### src/verilog/cca_pkg.sv
// Purpose: Shared constants and carrier types for the central channel arbiter.
// Assumes: A 40 MHz system clock and an 8-bit arbitration register on the I/O port.
// Notes: Every offset, field position, register field reset value and timing count is named here once.
package cca_pkg;

  // Clock period of the system clock in picoseconds (40 MHz).
  localparam int CLK_PERIOD_PS = 25000;

  // I/O address of the arbitration register.
  localparam logic [15:0] ARB_REG_ADDR = 16'h0090;

  // Field positions of the arbitration register.
  localparam int BIT_CPU_EN = 7;
  localparam int BIT_MASK = 6;
  localparam int BIT_EXT_TOUT = 5;
  localparam int BIT_RSVD = 4;

  // Reset values of the register fields.
  localparam logic RST_CPU_EN = 1'b0;
  localparam logic RST_MASK = 1'b0;
  localparam logic RST_EXT = 1'b0;
  localparam logic RST_TOUT = 1'b0;

  // Arbitration levels: system processor is the lowest priority.
  localparam logic [3:0] LVL_CPU = 4'hF;
  localparam logic [3:0] RST_DMA0_LVL = 4'h0;
  localparam logic [3:0] RST_DMA4_LVL = 4'h4;

  // Burst time-out, a longest time, so the cycle count rounds down.
  localparam int TOUT_NS = 7800;
  localparam int TOUT_CYC = (TOUT_NS * 1000) / CLK_PERIOD_PS;

  // Minimum arbitration cycle, a least time, so the cycle counts round up.
  localparam int ARB_MIN_NS = 375;
  localparam int ARB_EXT_NS = 750;
  localparam int ARB_MIN_CYC = (ARB_MIN_NS * 1000 + CLK_PERIOD_PS - 1) / CLK_PERIOD_PS;
  localparam int ARB_EXT_CYC = (ARB_EXT_NS * 1000 + CLK_PERIOD_PS - 1) / CLK_PERIOD_PS;

  // Cycles at the start of a grant phase in which the channel lines are not trusted yet.
  localparam int GRANT_SETTLE_CYC = 6;

  // Width of the shared time counter.
  localparam int CNT_W = 10;

  // Controller states, one-hot.
  typedef enum logic [4:0] {
    ST_GRANT = 5'b00001,
    ST_WAIT_EOT = 5'b00010,
    ST_ARB = 5'b00100,
    ST_INTERNAL = 5'b01000,
    ST_MASKED = 5'b10000
  } cca_state_type;

  // Channel inputs that arrive from the pins, all active low except the level bus.
  typedef struct packed {
    logic request_n;
    logic burst_n;
    logic cmd_n;
    logic status0_n;
    logic status1_n;
    logic [3:0] priority_bus;
  } cca_chan_type;

  // Reset value of the channel inputs: everything idle, bus floating high.
  localparam cca_chan_type CHAN_IDLE = '{1'b1, 1'b1, 1'b1, 1'b1, 1'b1, 4'hF};

endpackage

### src/verilog/cca_arbiter.sv
// Purpose: Central arbitration point for the shared expansion channel.
// Assumes: Channel pins are asynchronous; the I/O port strobes are on clk.
// Notes: Open-collector request is split into in, out and enable.
`timescale 1ns/1ps

module cca_arbiter #(
  parameter int ADDR_W = 16
)(
  input wire logic clk,
  input wire logic sys_rst,
  input wire logic ce,
  // Channel pins.
  input wire logic channel_request_n_in,
  output logic channel_request_n_out,
  output logic channel_request_n_oe,
  input wire logic burst_n,
  input wire logic cmd_n,
  input wire logic cycle_status0_n,
  input wire logic cycle_status1_n,
  input wire logic [3:0] priority_bus,
  output logic arbitrate_grant_phase,
  // Internal system-board requesters.
  input wire logic refresh_req,
  input wire logic nmi_req,
  output logic refresh_grant,
  output logic nmi_grant,
  output logic nmi,
  output logic cpu_grant,
  output logic [3:0] owner_level,
  // DMA level programming for channels 0 and 4.
  input wire logic dma_level_load,
  input wire logic [3:0] dma0_level_in,
  input wire logic [3:0] dma4_level_in,
  output logic [3:0] dma0_level,
  output logic [3:0] dma4_level,
  // Processor I/O port.
  input wire logic [ADDR_W-1:0] io_addr,
  input wire logic io_rd,
  input wire logic io_wr,
  input wire logic [7:0] io_wdata,
  output logic [7:0] io_rdata
);

  // The port decode compares against a 16-bit address; narrower buses cannot reach it.
  if (ADDR_W < 16)
  begin : g_bad_addr
    $error("cca_arbiter: ADDR_W must be at least 16");
  end

  // Three-stage synchroniser; only stages two and three are looked at.
  cca_pkg::cca_chan_type raw;
  cca_pkg::cca_chan_type sync1, sync2, sync3, chan;
  cca_pkg::cca_chan_type next_chan;

  assign raw = '{channel_request_n_in, burst_n, cmd_n, cycle_status0_n, cycle_status1_n, priority_bus};

  // A bit of the filtered copy follows only once stages two and three agree.
  always_comb
  begin
    next_chan = chan;
    for (int i = 0; i < $bits(cca_pkg::cca_chan_type); i++)
    begin
      if (sync2[i] == sync3[i])
      begin
        next_chan[i] = sync2[i];
      end
    end
  end

  // Synchroniser and filter registers.
  always_ff @(posedge clk)
  begin
    if (sys_rst)
    begin
      sync1 <= cca_pkg::CHAN_IDLE;
      sync2 <= cca_pkg::CHAN_IDLE;
      sync3 <= cca_pkg::CHAN_IDLE;
      chan <= cca_pkg::CHAN_IDLE;
    end
    else if (ce)
    begin
      sync1 <= raw;
      sync2 <= sync1;
      sync3 <= sync2;
      chan <= next_chan;
    end
  end

  // Returns the minimum arbitration length in cycles for the chosen mode.
  function automatic logic [cca_pkg::CNT_W-1:0] arb_len(input logic ext);
    arb_len = ext ? cca_pkg::CNT_W'(cca_pkg::ARB_EXT_CYC) : cca_pkg::CNT_W'(cca_pkg::ARB_MIN_CYC);
  endfunction

  // Controller state and register fields.
  cca_pkg::cca_state_type state, next_state;
  logic [cca_pkg::CNT_W-1:0] cnt, next_cnt;
  logic cpu_en, next_cpu_en;
  logic mask, next_mask;
  logic ext_arb, next_ext_arb;
  logic tout, next_tout;
  logic [3:0] last_level, next_last_level;
  logic next_req_oe, next_arb_phase, next_refresh_grant, next_nmi_grant, next_nmi, next_cpu_grant;
  logic [3:0] next_owner_level, next_dma0_level, next_dma4_level;
  logic [7:0] next_rdata;
  logic eot, req_seen, hit, serving_nmi, next_serving_nmi, settled;

  // End of transfer: both status lines idle and the later of burst and strobe idle.
  assign eot = chan.status0_n & chan.status1_n & chan.burst_n & chan.cmd_n;
  // Request seen from the channel (another party or our own drive).
  assign req_seen = ~chan.request_n;
  assign hit = (io_addr[15:0] == cca_pkg::ARB_REG_ADDR);
  // The new owner's request release and first burst reach us late through the synchroniser.
  // Acting on them earlier would see a stale request and steal the grant back at once.
  assign settled = (cnt >= cca_pkg::CNT_W'(cca_pkg::GRANT_SETTLE_CYC));

  // Next-state logic for the controller, the register and all outputs but channel_request_n_out.
  always_comb
  begin
    next_state = state;
    next_cnt = cnt;
    next_cpu_en = cpu_en;
    next_mask = mask;
    next_ext_arb = ext_arb;
    next_tout = tout;
    next_last_level = last_level;
    next_owner_level = owner_level;
    next_serving_nmi = serving_nmi;
    next_nmi = nmi;
    next_dma0_level = dma0_level;
    next_dma4_level = dma4_level;
    next_refresh_grant = 1'b0;
    next_nmi_grant = 1'b0;
    next_req_oe = 1'b0;
    // DMA channels 0 and 4 may be moved to any level; the rest are fixed.
    if (dma_level_load)
    begin
      next_dma0_level = dma0_level_in;
      next_dma4_level = dma4_level_in;
    end
    // Register write; bits 3-0 are ignored on a write.
    if (io_wr && hit)
    begin
      next_cpu_en = io_wdata[cca_pkg::BIT_CPU_EN];
      next_ext_arb = io_wdata[cca_pkg::BIT_EXT_TOUT];
      next_mask = io_wdata[cca_pkg::BIT_MASK];
      if (!io_wdata[cca_pkg::BIT_MASK])
      begin
        next_tout = 1'b0;
        next_nmi = 1'b0;
      end
    end
    case (state)
      cca_pkg::ST_GRANT:
      begin
        // Internal requesters pull the shared request line themselves.
        next_req_oe = refresh_req | nmi_req;
        if (refresh_req || nmi_req || (settled && req_seen))
        begin
          next_state = cca_pkg::ST_WAIT_EOT;
          next_cnt = '0;
        end
        else if (settled && eot && owner_level != cca_pkg::LVL_CPU)
        begin
          // The owner is done and nobody waits, so the processor gets the channel back.
          next_cnt = '0;
          next_state = cca_pkg::ST_ARB;
        end
        else if (!settled)
        begin
          next_cnt = cnt + 1'b1;
        end
      end
      cca_pkg::ST_WAIT_EOT:
      begin
        next_req_oe = refresh_req | nmi_req;
        if (!chan.burst_n && cnt >= cca_pkg::CNT_W'(cca_pkg::TOUT_CYC))
        begin
          // Owner held burst too long: take the channel away at once.
          next_tout = 1'b1;
          next_mask = 1'b1;
          next_nmi = 1'b1;
          next_state = cca_pkg::ST_MASKED;
        end
        else if (eot)
        begin
          next_cnt = '0;
          // Refresh (-2) outranks NMI (-1); both outrank every channel level.
          if (refresh_req || nmi_req)
          begin
            next_serving_nmi = ~refresh_req;
            next_state = cca_pkg::ST_INTERNAL;
          end
          else
          begin
            next_state = cca_pkg::ST_ARB;
          end
        end
        else if (!chan.burst_n)
        begin
          next_cnt = cnt + 1'b1;
        end
      end
      cca_pkg::ST_INTERNAL:
      begin
        // Served only while the phase line stays at arbitrate.
        next_refresh_grant = ~serving_nmi & refresh_req;
        next_nmi_grant = serving_nmi & nmi_req;
        if ((serving_nmi && !nmi_req) || (!serving_nmi && !refresh_req))
        begin
          next_refresh_grant = 1'b0;
          next_nmi_grant = 1'b0;
          next_cnt = '0;
          next_state = cca_pkg::ST_ARB;
        end
      end
      cca_pkg::ST_ARB:
      begin
        // Hold arbitrate for the minimum cycle, then latch the winning level.
        if (cnt + 1'b1 >= arb_len(ext_arb))
        begin
          next_owner_level = req_seen ? chan.priority_bus : cca_pkg::LVL_CPU;
          next_last_level = next_owner_level;
          next_cnt = '0;
          next_state = cca_pkg::ST_GRANT;
        end
        else
        begin
          next_cnt = cnt + 1'b1;
        end
      end
      cca_pkg::ST_MASKED:
      begin
        // Processor owns the channel until software clears the mask.
        next_owner_level = cca_pkg::LVL_CPU;
        if (!mask)
        begin
          next_cnt = '0;
          next_state = cca_pkg::ST_ARB;
        end
      end
      default:
      begin
        next_state = cca_pkg::ST_ARB;
        next_cnt = '0;
      end
    endcase
    // A set mask overrides every state; the time-out path already enters ST_MASKED itself.
    if (next_mask && next_state != cca_pkg::ST_MASKED)
    begin
      next_state = cca_pkg::ST_MASKED;
      next_refresh_grant = 1'b0;
      next_nmi_grant = 1'b0;
    end
    // The owner keeps its grant while it winds down; only end of transfer, a time-out or a mask write raises the line.
    next_arb_phase = (next_state != cca_pkg::ST_GRANT) && (next_state != cca_pkg::ST_WAIT_EOT);
    next_cpu_grant = (next_state == cca_pkg::ST_MASKED)
      || ((next_state == cca_pkg::ST_GRANT || next_state == cca_pkg::ST_WAIT_EOT)
      && next_owner_level == cca_pkg::LVL_CPU)
      || (next_state == cca_pkg::ST_ARB && cpu_en);
    // Read data: bit 4 is always zero.
    next_rdata = 8'h00;
    if (io_rd && hit)
    begin
      next_rdata = {cpu_en, mask, tout, 1'b0, last_level};
    end
  end

  // Registers for the controller, the arbitration register and every output but channel_request_n_out.
  always_ff @(posedge clk)
  begin
    if (sys_rst)
    begin
      state <= cca_pkg::ST_ARB;
      cnt <= '0;
      cpu_en <= cca_pkg::RST_CPU_EN;
      mask <= cca_pkg::RST_MASK;
      ext_arb <= cca_pkg::RST_EXT;
      tout <= cca_pkg::RST_TOUT;
      last_level <= cca_pkg::LVL_CPU;
      owner_level <= cca_pkg::LVL_CPU;
      serving_nmi <= 1'b0;
      nmi <= 1'b0;
      dma0_level <= cca_pkg::RST_DMA0_LVL;
      dma4_level <= cca_pkg::RST_DMA4_LVL;
      channel_request_n_oe <= 1'b0;
      arbitrate_grant_phase <= 1'b1;
      refresh_grant <= 1'b0;
      nmi_grant <= 1'b0;
      cpu_grant <= 1'b0;
      io_rdata <= 8'h00;
    end
    else if (ce)
    begin
      state <= next_state;
      cnt <= next_cnt;
      cpu_en <= next_cpu_en;
      mask <= next_mask;
      ext_arb <= next_ext_arb;
      tout <= next_tout;
      last_level <= next_last_level;
      owner_level <= next_owner_level;
      serving_nmi <= next_serving_nmi;
      nmi <= next_nmi;
      dma0_level <= next_dma0_level;
      dma4_level <= next_dma4_level;
      channel_request_n_oe <= next_req_oe;
      arbitrate_grant_phase <= next_arb_phase;
      refresh_grant <= next_refresh_grant;
      nmi_grant <= next_nmi_grant;
      cpu_grant <= next_cpu_grant;
      io_rdata <= next_rdata;
    end
  end

  // The open-collector line only ever pulls low.
  always_ff @(posedge clk)
  begin
    channel_request_n_out <= 1'b0;
  end

endmodule

### config.mk
export PLATFORM = sky130hd
export DESIGN_NAME = cca_arbiter
export DESIGN_NICKNAME = d
export VERILOG_FILES = /design/src/verilog/cca_pkg.sv /design/src/verilog/cca_arbiter.sv
export SDC_FILE = /design/constraint.sdc
export NUM_CORES = 1
export LEC_CHECK = 0
export BUFFER_PORTS_ARGS = -buffer_cell sky130_fd_sc_hd__buf_4
export CORE_UTILIZATION = 50
export DETAILED_ROUTE_END_ITERATION = 16
export PLACE_DENSITY_LB_ADDON = 0.3
export SETUP_SLACK_MARGIN = 0.15
export SLEW_MARGIN = 20
export SYNTH_ARGS = -nofsm -noshare
export SYNTH_HDL_FRONTEND = slang
export SYNTH_SLANG_ARGS = --single-unit
### constraint.sdc
create_clock -name clk -period 2.9 [get_ports clk]
set_input_delay 0.29 -clock clk [delete_from_list [all_inputs] [get_ports clk]]
set_output_delay 0.29 -clock clk [all_outputs]
set_load 0.01 [all_outputs]
==> results of run 1 <==
## metal layers
layer  track usage (%)  routed length [um]  up-vias
met5                 0                   0        -
li1                  -                   -     1804
met3              4.27                 476       15
met2              35.8                4320      107
met4              7.16                 142        0
met1              28.2                4100     1713
## power by group through the flow
stage          Combinational [mW]  Sequential [mW]  Clock (mW)
6_report                    0.251             1.23       0.850
5_1_grt                     0.278             1.24       0.908
4_1_cts                     0.248             1.24       0.865
3_5_place_dp                0.247             1.26           0
3_3_place_gp                0.241             1.26           0
2_1_floorplan               0.160             1.26           0
## final cells by class
| type | instances | area (um2) | area share (%) |
|---|---|---|---|
| sequential | 85 | 1710 | 34.8 |
| multi-input combinational | 334 | 2230 | 45.5 |
| timing repair buffer | 82 | 616 | 12.5 |
| inverter | 8 | 30.0 | 0.612 |
| clock buffer | 9 | 124 | 2.52 |
| tap | 102 | 128 | 2.60 |
| clock inverter | 6 | 71.3 | 1.45 |
## worst max-delay path, cell delays in order (launching register included)
cell      delay (ns)
dfxtp_4         0.40
ha_4            0.17
nand3_2         0.09
xnor2_1         0.13
ha_1            0.28
nand2b_1        0.09
o311ai_2        0.29
o211ai_2        0.19
a31oi_4         0.24
nand2_4         0.08
or3_4           0.36
o22a_1          0.20
## sequential cells by signal (all words and copies together) (netlist names), 4 cells and up
register and cells:
chan 9, cnt 10, dma0_level 4, dma4_level 4, io_rdata 7, last_level 4
owner_level 4, state 5, sync1 9, sync2 9, sync3 9
## worst max path at each step
| stage | cells after the start | endpoint |
|---|---|---|
| 2_1_floorplan | 11 | owner_level[0] |
| 3_3_place_gp | 11 | owner_level[0] |
| 3_5_place_dp | 11 | owner_level[1] |
| 4_1_cts | 11 | owner_level[1] |
| 5_1_grt | 11 | owner_level[0] |
| 6_report | 11 | owner_level[1] |
## stage by stage
stage	total power, mW	instance area (um2)
floorplan	1.42	4100
global placement	1.50	4660
detailed placement	1.51	4660
CTS	2.35	4860
global route	2.43	4910
finish	2.34	4910
## timing repair
item,in CTS,in global routing
buffers inserted,1,4
pin swaps,3,4
setup endpoints to repair,4,15
hold buffers,0,0
resized for setup,1,2
## kinds of logic after synthesis
logic type,Yosys count
other,1
AO/OA/AOI/OAI,155
buffers and inverters,41
XOR/XNOR,4
multiplexers,5
adder cells (fa/ha/maj),4
AND/OR/NAND/NOR,164
flip-flops,85
## cell usage after synthesis (all sizes together) (3+ instances only)
cell type,n
and2,11
xnor2,3
nand2,22
nor2,33
clkbuf,22
o21bai,13
nand3,16
a21oi,49
nor2b,19
or3,3
mux2i,4
nor4,5
a211oi,4
a22oi,9
o22a,4
dfxtp,85
a211o,30
nand3b,6
nand4,7
nand2b,11
inv,7
and3,5
or2,3
nor3,13
a31oi,3
ha,4
o21ai,19
a311oi,3
and3b,3
buf,11
==> impl_metrics.json, run 1 <==
{
  "finalHoldViolCount": 0,
  "min_to": "sync1[3]",
  "grt_usage_pct": 21.7,
  "worstHoldStart": "priority_bus[3]",
  "wirelength_um": 9050,
  "pwr-share-clk_pct": 36.4,
  "clock_latency_ns": 0.35,
  "routedWlPerCell_um": 14.5,
  "hpwl_um": 6260,
  "worst_hold_slack_ns": 0.131,
  "yosysWarnings": 0,
  "syn_inst": 459,
  "min_period_ns": 2.63,
  "start_util_pct": 52.3,
  "diodes": 0,
  "timing.hold.worst_path_depth": 2,
  "antenna_found_initial": 0,
  "synthArstFlopShare_pct": 0,
  "p_int_mw": 1.73,
  "rr_startpoint": "cnt[1]",
  "firstDrtPassIters": 4,
  "grt_pass1_vias": 3237,
  "critPathArrivalTime_ns": 2.88,
  "worstSetupPathType": "register to register",
  "layout.cells.most_common_list": "dfxtp_1 (83), buf_4 (82), a21oi_1 (47)",
  "synth_seq_area_share_pct": 41.7,
  "final_util_pct": 62.9,
  "rr_endpoint": "owner_level[1]",
  "rsz0062_at_grt": "no",
  "endpoint_kind": "register",
  "powerDensity_nw_per_um2": 476,
  "fp.dieW_um": 92.4,
  "die_area_um2": 8530,
  "yosysUniqueCellTypes": 70,
  "dp.cells": 606,
  "post-route-drc-count": 0,
  "pwr-share-seq_pct": 52.9,
  "grt_max_degree": 84,
  "grt-ovfl-total": 0,
  "slew_headroom_pct": 37.6,
  "tns_ns": 0,
  "worst_pin_slew_ns": 0.921,
  "fillCellCount": 664,
  "setup_viol": 0,
  "dp_slack_ns": 0.0863,
  "drtIter0Drc": 190,
  "min_path_type": "input port to register",
  "pin_count": 76,
  "cts_sinks": 85,
  "coreArea_um2": 7810,
  "power_switching_mw": 0.603,
  "ff2ff_path_depth": 11,
  "gp_congestion": 0.909,
  "synth-compound-area-share_pct": 27.2,
  "avgViaCountPerCell": 5.81,
  "clk_pin_slew_ns": 0.09,
  "vias": 3639,
  "synth_xor_area_share_pct": 0.858,
  "p_comb_share_pct": 10.7,
  "synthMuxAreaShare_pct": 1.26,
  "synth_ff_type": "dfxtp_1",
  "syn-mean-instance-area_um2": 8.89,
  "htreeDepth": 3,
  "area_growth_pct": 20.2,
  "die_h_um": 92.4,
  "synth_edf_count": 0,
  "leakage_nw": 1.96,
  "postRouteAntennaNets": 0,
  "cts_root_buf": "clkbuf_8",
  "drive_above_1_share_pct": 22.5,
  "numCtsBuffers": 9,
  "synth_area_leader_cell": "dfxtp_1",
  "syn_area_um2": 4080,
  "cts_tree": "yes",
  "maxCapViolations": 0,
  "ir_worst_vdd_v": 0.000343,
  "max_freq_mhz": 381,
  "mostFrequentLayoutCell": "dfxtp_1",
  "slew_violations": 0,
  "synth_seq_cells": 85,
  "outcome": "completed",
  "crit_required_ns": 3.15,
  "synthSimpleGateAreaFrac_pct": 23.4,
  "critPathLaunch": "cnt[1]",
  "layout_setup_ws_ns": 0.272,
  "cp_max_fo": 6,
  "synth_top_area_share_pct": 41.7,
  "grt_pass1_wl_um": 14900,
  "finClkSkew_ns": 0.00713,
  "p_sw_share_pct": 25.8,
  "layout.nets": 573,
  "num_rows": 32,
  "synth.area.top_cells": "dfxtp_1 (42%), a211o_1 (6.4%), a21oi_1 (5.8%), nor2_1 (3.0%), nor2b_1 (2.9%)",
  "synth_top_family_by_area": "compound AO/OA/AOI/OAI gates",
  "synthAdderAreaFrac_pct": 1.23,
  "crit_path_start_kind": "register",
  "port_buffers": 68,
  "cts.path.max_buffers": 2,
  "final_cells": 626,
  "rrSetupSlack_ns": 0.27,
  "layout_worst_path_cycle_share_pct": 90.6
}
Note: power is estimated with default switching activity, not from simulation.
==> inputs of run 2 (changes only) <==
==> constraint.sdc (replaced) <==
create_clock -name clk -period 2.9 [get_ports clk]
set_input_delay 0.58 -clock clk [delete_from_list [all_inputs] [get_ports clk]]
set_output_delay 0.58 -clock clk [all_outputs]
set_load 0.01 [all_outputs]
==> run 2 against run 1 <==
  * Non-clock buffer count fell by 1
  * Global-route usage is 0.67 points higher
  * Via count up 0.88%
  * Largest power group unchanged
  * First-iteration DRC count increased by 34%
  * Setup slack better by 0.0036 ns
  * Power rose by 1.5%
  * Maximum frequency grew 0.14%
==> impl_metrics.json, run 2 (same netlist as run 1, synthesis figures left out) <==
{
  "finalHoldViolCount": 0,
  "post-route-drc-count": 0,
  "outcome": "completed",
  "vias": 3671,
  "drive_above_1_share_pct": 22.3,
  "grt_pass1_vias": 3438,
  "largest_reg_flops": 10,
  "regArea_um2": 1700,
  "die_area_um2": 8530,
  "worst_pin_slew_ns": 0.803,
  "layout.cells.most_common_list": "dfxtp_1 (83), buf_4 (80), a21oi_1 (47)",
  "clk_pin_slew_ns": 0.09,
  "path_cells": "ha_4, nand3_2, xnor2_1, ha_1, nand2b_1, o311ai_2, o211ai_2, a31oi_4, nand2_4, or3_4, o22a_1",
  "cts_sinks": 85,
  "area_growth_pct": 20.4,
  "cp_slowest_cell": "dfxtp_2",
  "layout_worst_path_cycle_share_pct": 90.5,
  "dp.cells": 606,
  "coreArea_um2": 7810,
  "ir_worst_vdd_v": 0.000307,
  "clock_latency_ns": 0.36,
  "gp_congestion": 0.896,
  "place_area_um2": 4670,
  "slew_violations": 0,
  "critPathBufInv": 0,
  "powerDensity_nw_per_um2": 482,
  "cts_tree": "yes",
  "rsz0062_at_grt": "yes",
  "grt_usage_pct": 22.3,
  "finClkSkew_ns": 0.0116,
  "fp.dieW_um": 92.4,
  "min_path_type": "input port to register",
  "endpoint_kind": "register",
  "die_h_um": 92.4,
  "slew_headroom_pct": 46.5,
  "firstDrtPassIters": 5,
  "worstSetupPathType": "register to register",
  "numCtsBuffers": 9,
  "final_cells": 626,
  "hpwl_um": 6120,
  "htreeDepth": 3,
  "port_buffers": 68,
  "max_stage_delay_ns": 0.36,
  "antenna_found_initial": 0,
  "cp_max_fo": 5,
  "avgViaCountPerCell": 5.86,
  "routedWlPerCell_um": 14.6,
  "grt_max_degree": 87,
  "crit_required_ns": 3.16,
  "layout.nets": 572,
  "grt-ovfl-total": 0,
  "pin_count": 76,
  "setup_viol": 0,
  "diodes": 0,
  "fillCellCount": 653,
  "drtIter0Drc": 255,
  "max_freq_mhz": 381,
  "cts_root_buf": "clkbuf_8",
  "regMostFlops": "cnt",
  "min_period_ns": 2.62,
  "leakage_nw": 1.96,
  "start_util_pct": 52.3,
  "postRouteAntennaNets": 0,
  "wirelength_um": 9150,
  "final_area_um2": 4910,
  "final_util_pct": 62.9,
  "cts.path.max_buffers": 2,
  "grt_pass1_wl_um": 15300,
  "crit_path_start_kind": "register",
  "maxCapViolations": 0,
  "critPathArrivalTime_ns": 2.88,
  "tns_ns": 0,
  "critPathTopFamily": "compound AO/OA/AOI/OAI gates",
  "mostFrequentLayoutCell": "dfxtp_1",
  "multi_input_area_um2": 2220,
  "num_rows": 32
}
==> run 2: changes by cell type in the layout (fill, tap and decap cells not counted), sizes merged <==
cell	previous run	this run
buf	82	81
clkinv	2	1
clkbuf	9	11
==> run 2: where the power goes <==
part           total (mW)  internal (mW)  switching (mW)
sequential           1.23           1.21          0.0288
combinational       0.252          0.125           0.127
clock               0.884          0.434           0.450
total                2.37           1.77           0.606
==> run 2: final timing paths <==
check / start / end / slack (ns) / cells past startpoint
hold / removal: priority_bus[1] / sync1[1] / 0.42 / 2
setup reg to reg: cnt[1] / owner_level[1] / 0.28 / 11
setup / recovery: cnt[1] / owner_level[1] / 0.28 / 11
hold reg to reg: dma0_level[2] / dma0_level[2] / 0.46 / 2
==> run 2: per-layer routing <==
metal / vias up / GRT usage [%] / part of all wire (%)
met5: - / 0 / 0
met4: 0 / 7.94 / 1.8
met3: 19 / 5.58 / 6.7
met2: 144 / 36.9 / 48
met1: 1701 / 28.2 / 43
li1: 1807 / - / -
==> run 2: what timing repair did <==
action,4_1_cts,5_1_grt
gates resized for setup,0,1
setup endpoints to repair,0,17
buffers inserted,0,4
hold buffers,0,0
==> run 2: metrics by stage <==
| step | total power [mW] | hold slack, ns | worst slack (ns) |
|---|---|---|---|
| finish | 2.37 | 0.419 | 0.276 |
| global route | 2.47 | 0.405 | 0.144 |
| CTS | 2.39 | 0.408 | 0.163 |
| detailed placement | 1.51 | 0.443 | 0.189 |
| global placement | 1.50 | 0.437 | 0.235 |
| floorplan | 1.42 | 0.431 | 0.233 |
==> run 2: cell type report <==
| class | instances | area share (%) |
|---|---|---|
| clock buffer | 11 | 2.88 |
| clock inverter | 5 | 1.35 |
| inverter | 8 | 0.611 |
| multi-input combinational | 334 | 45.3 |
| sequential | 85 | 34.7 |
| tap | 102 | 2.60 |
| timing repair buffer | 81 | 12.6 |
==> run 2: worst reg2reg max path: stages, from the launching register on <==
cell and delay, ns:
dfxtp_2 0.36, ha_4 0.16, nand3_2 0.09, xnor2_1 0.14, ha_1 0.29, nand2b_1 0.09, o311ai_2 0.25, o211ai_2 0.20
a31oi_4 0.31, nand2_4 0.07, or3_4 0.36, o22a_1 0.21
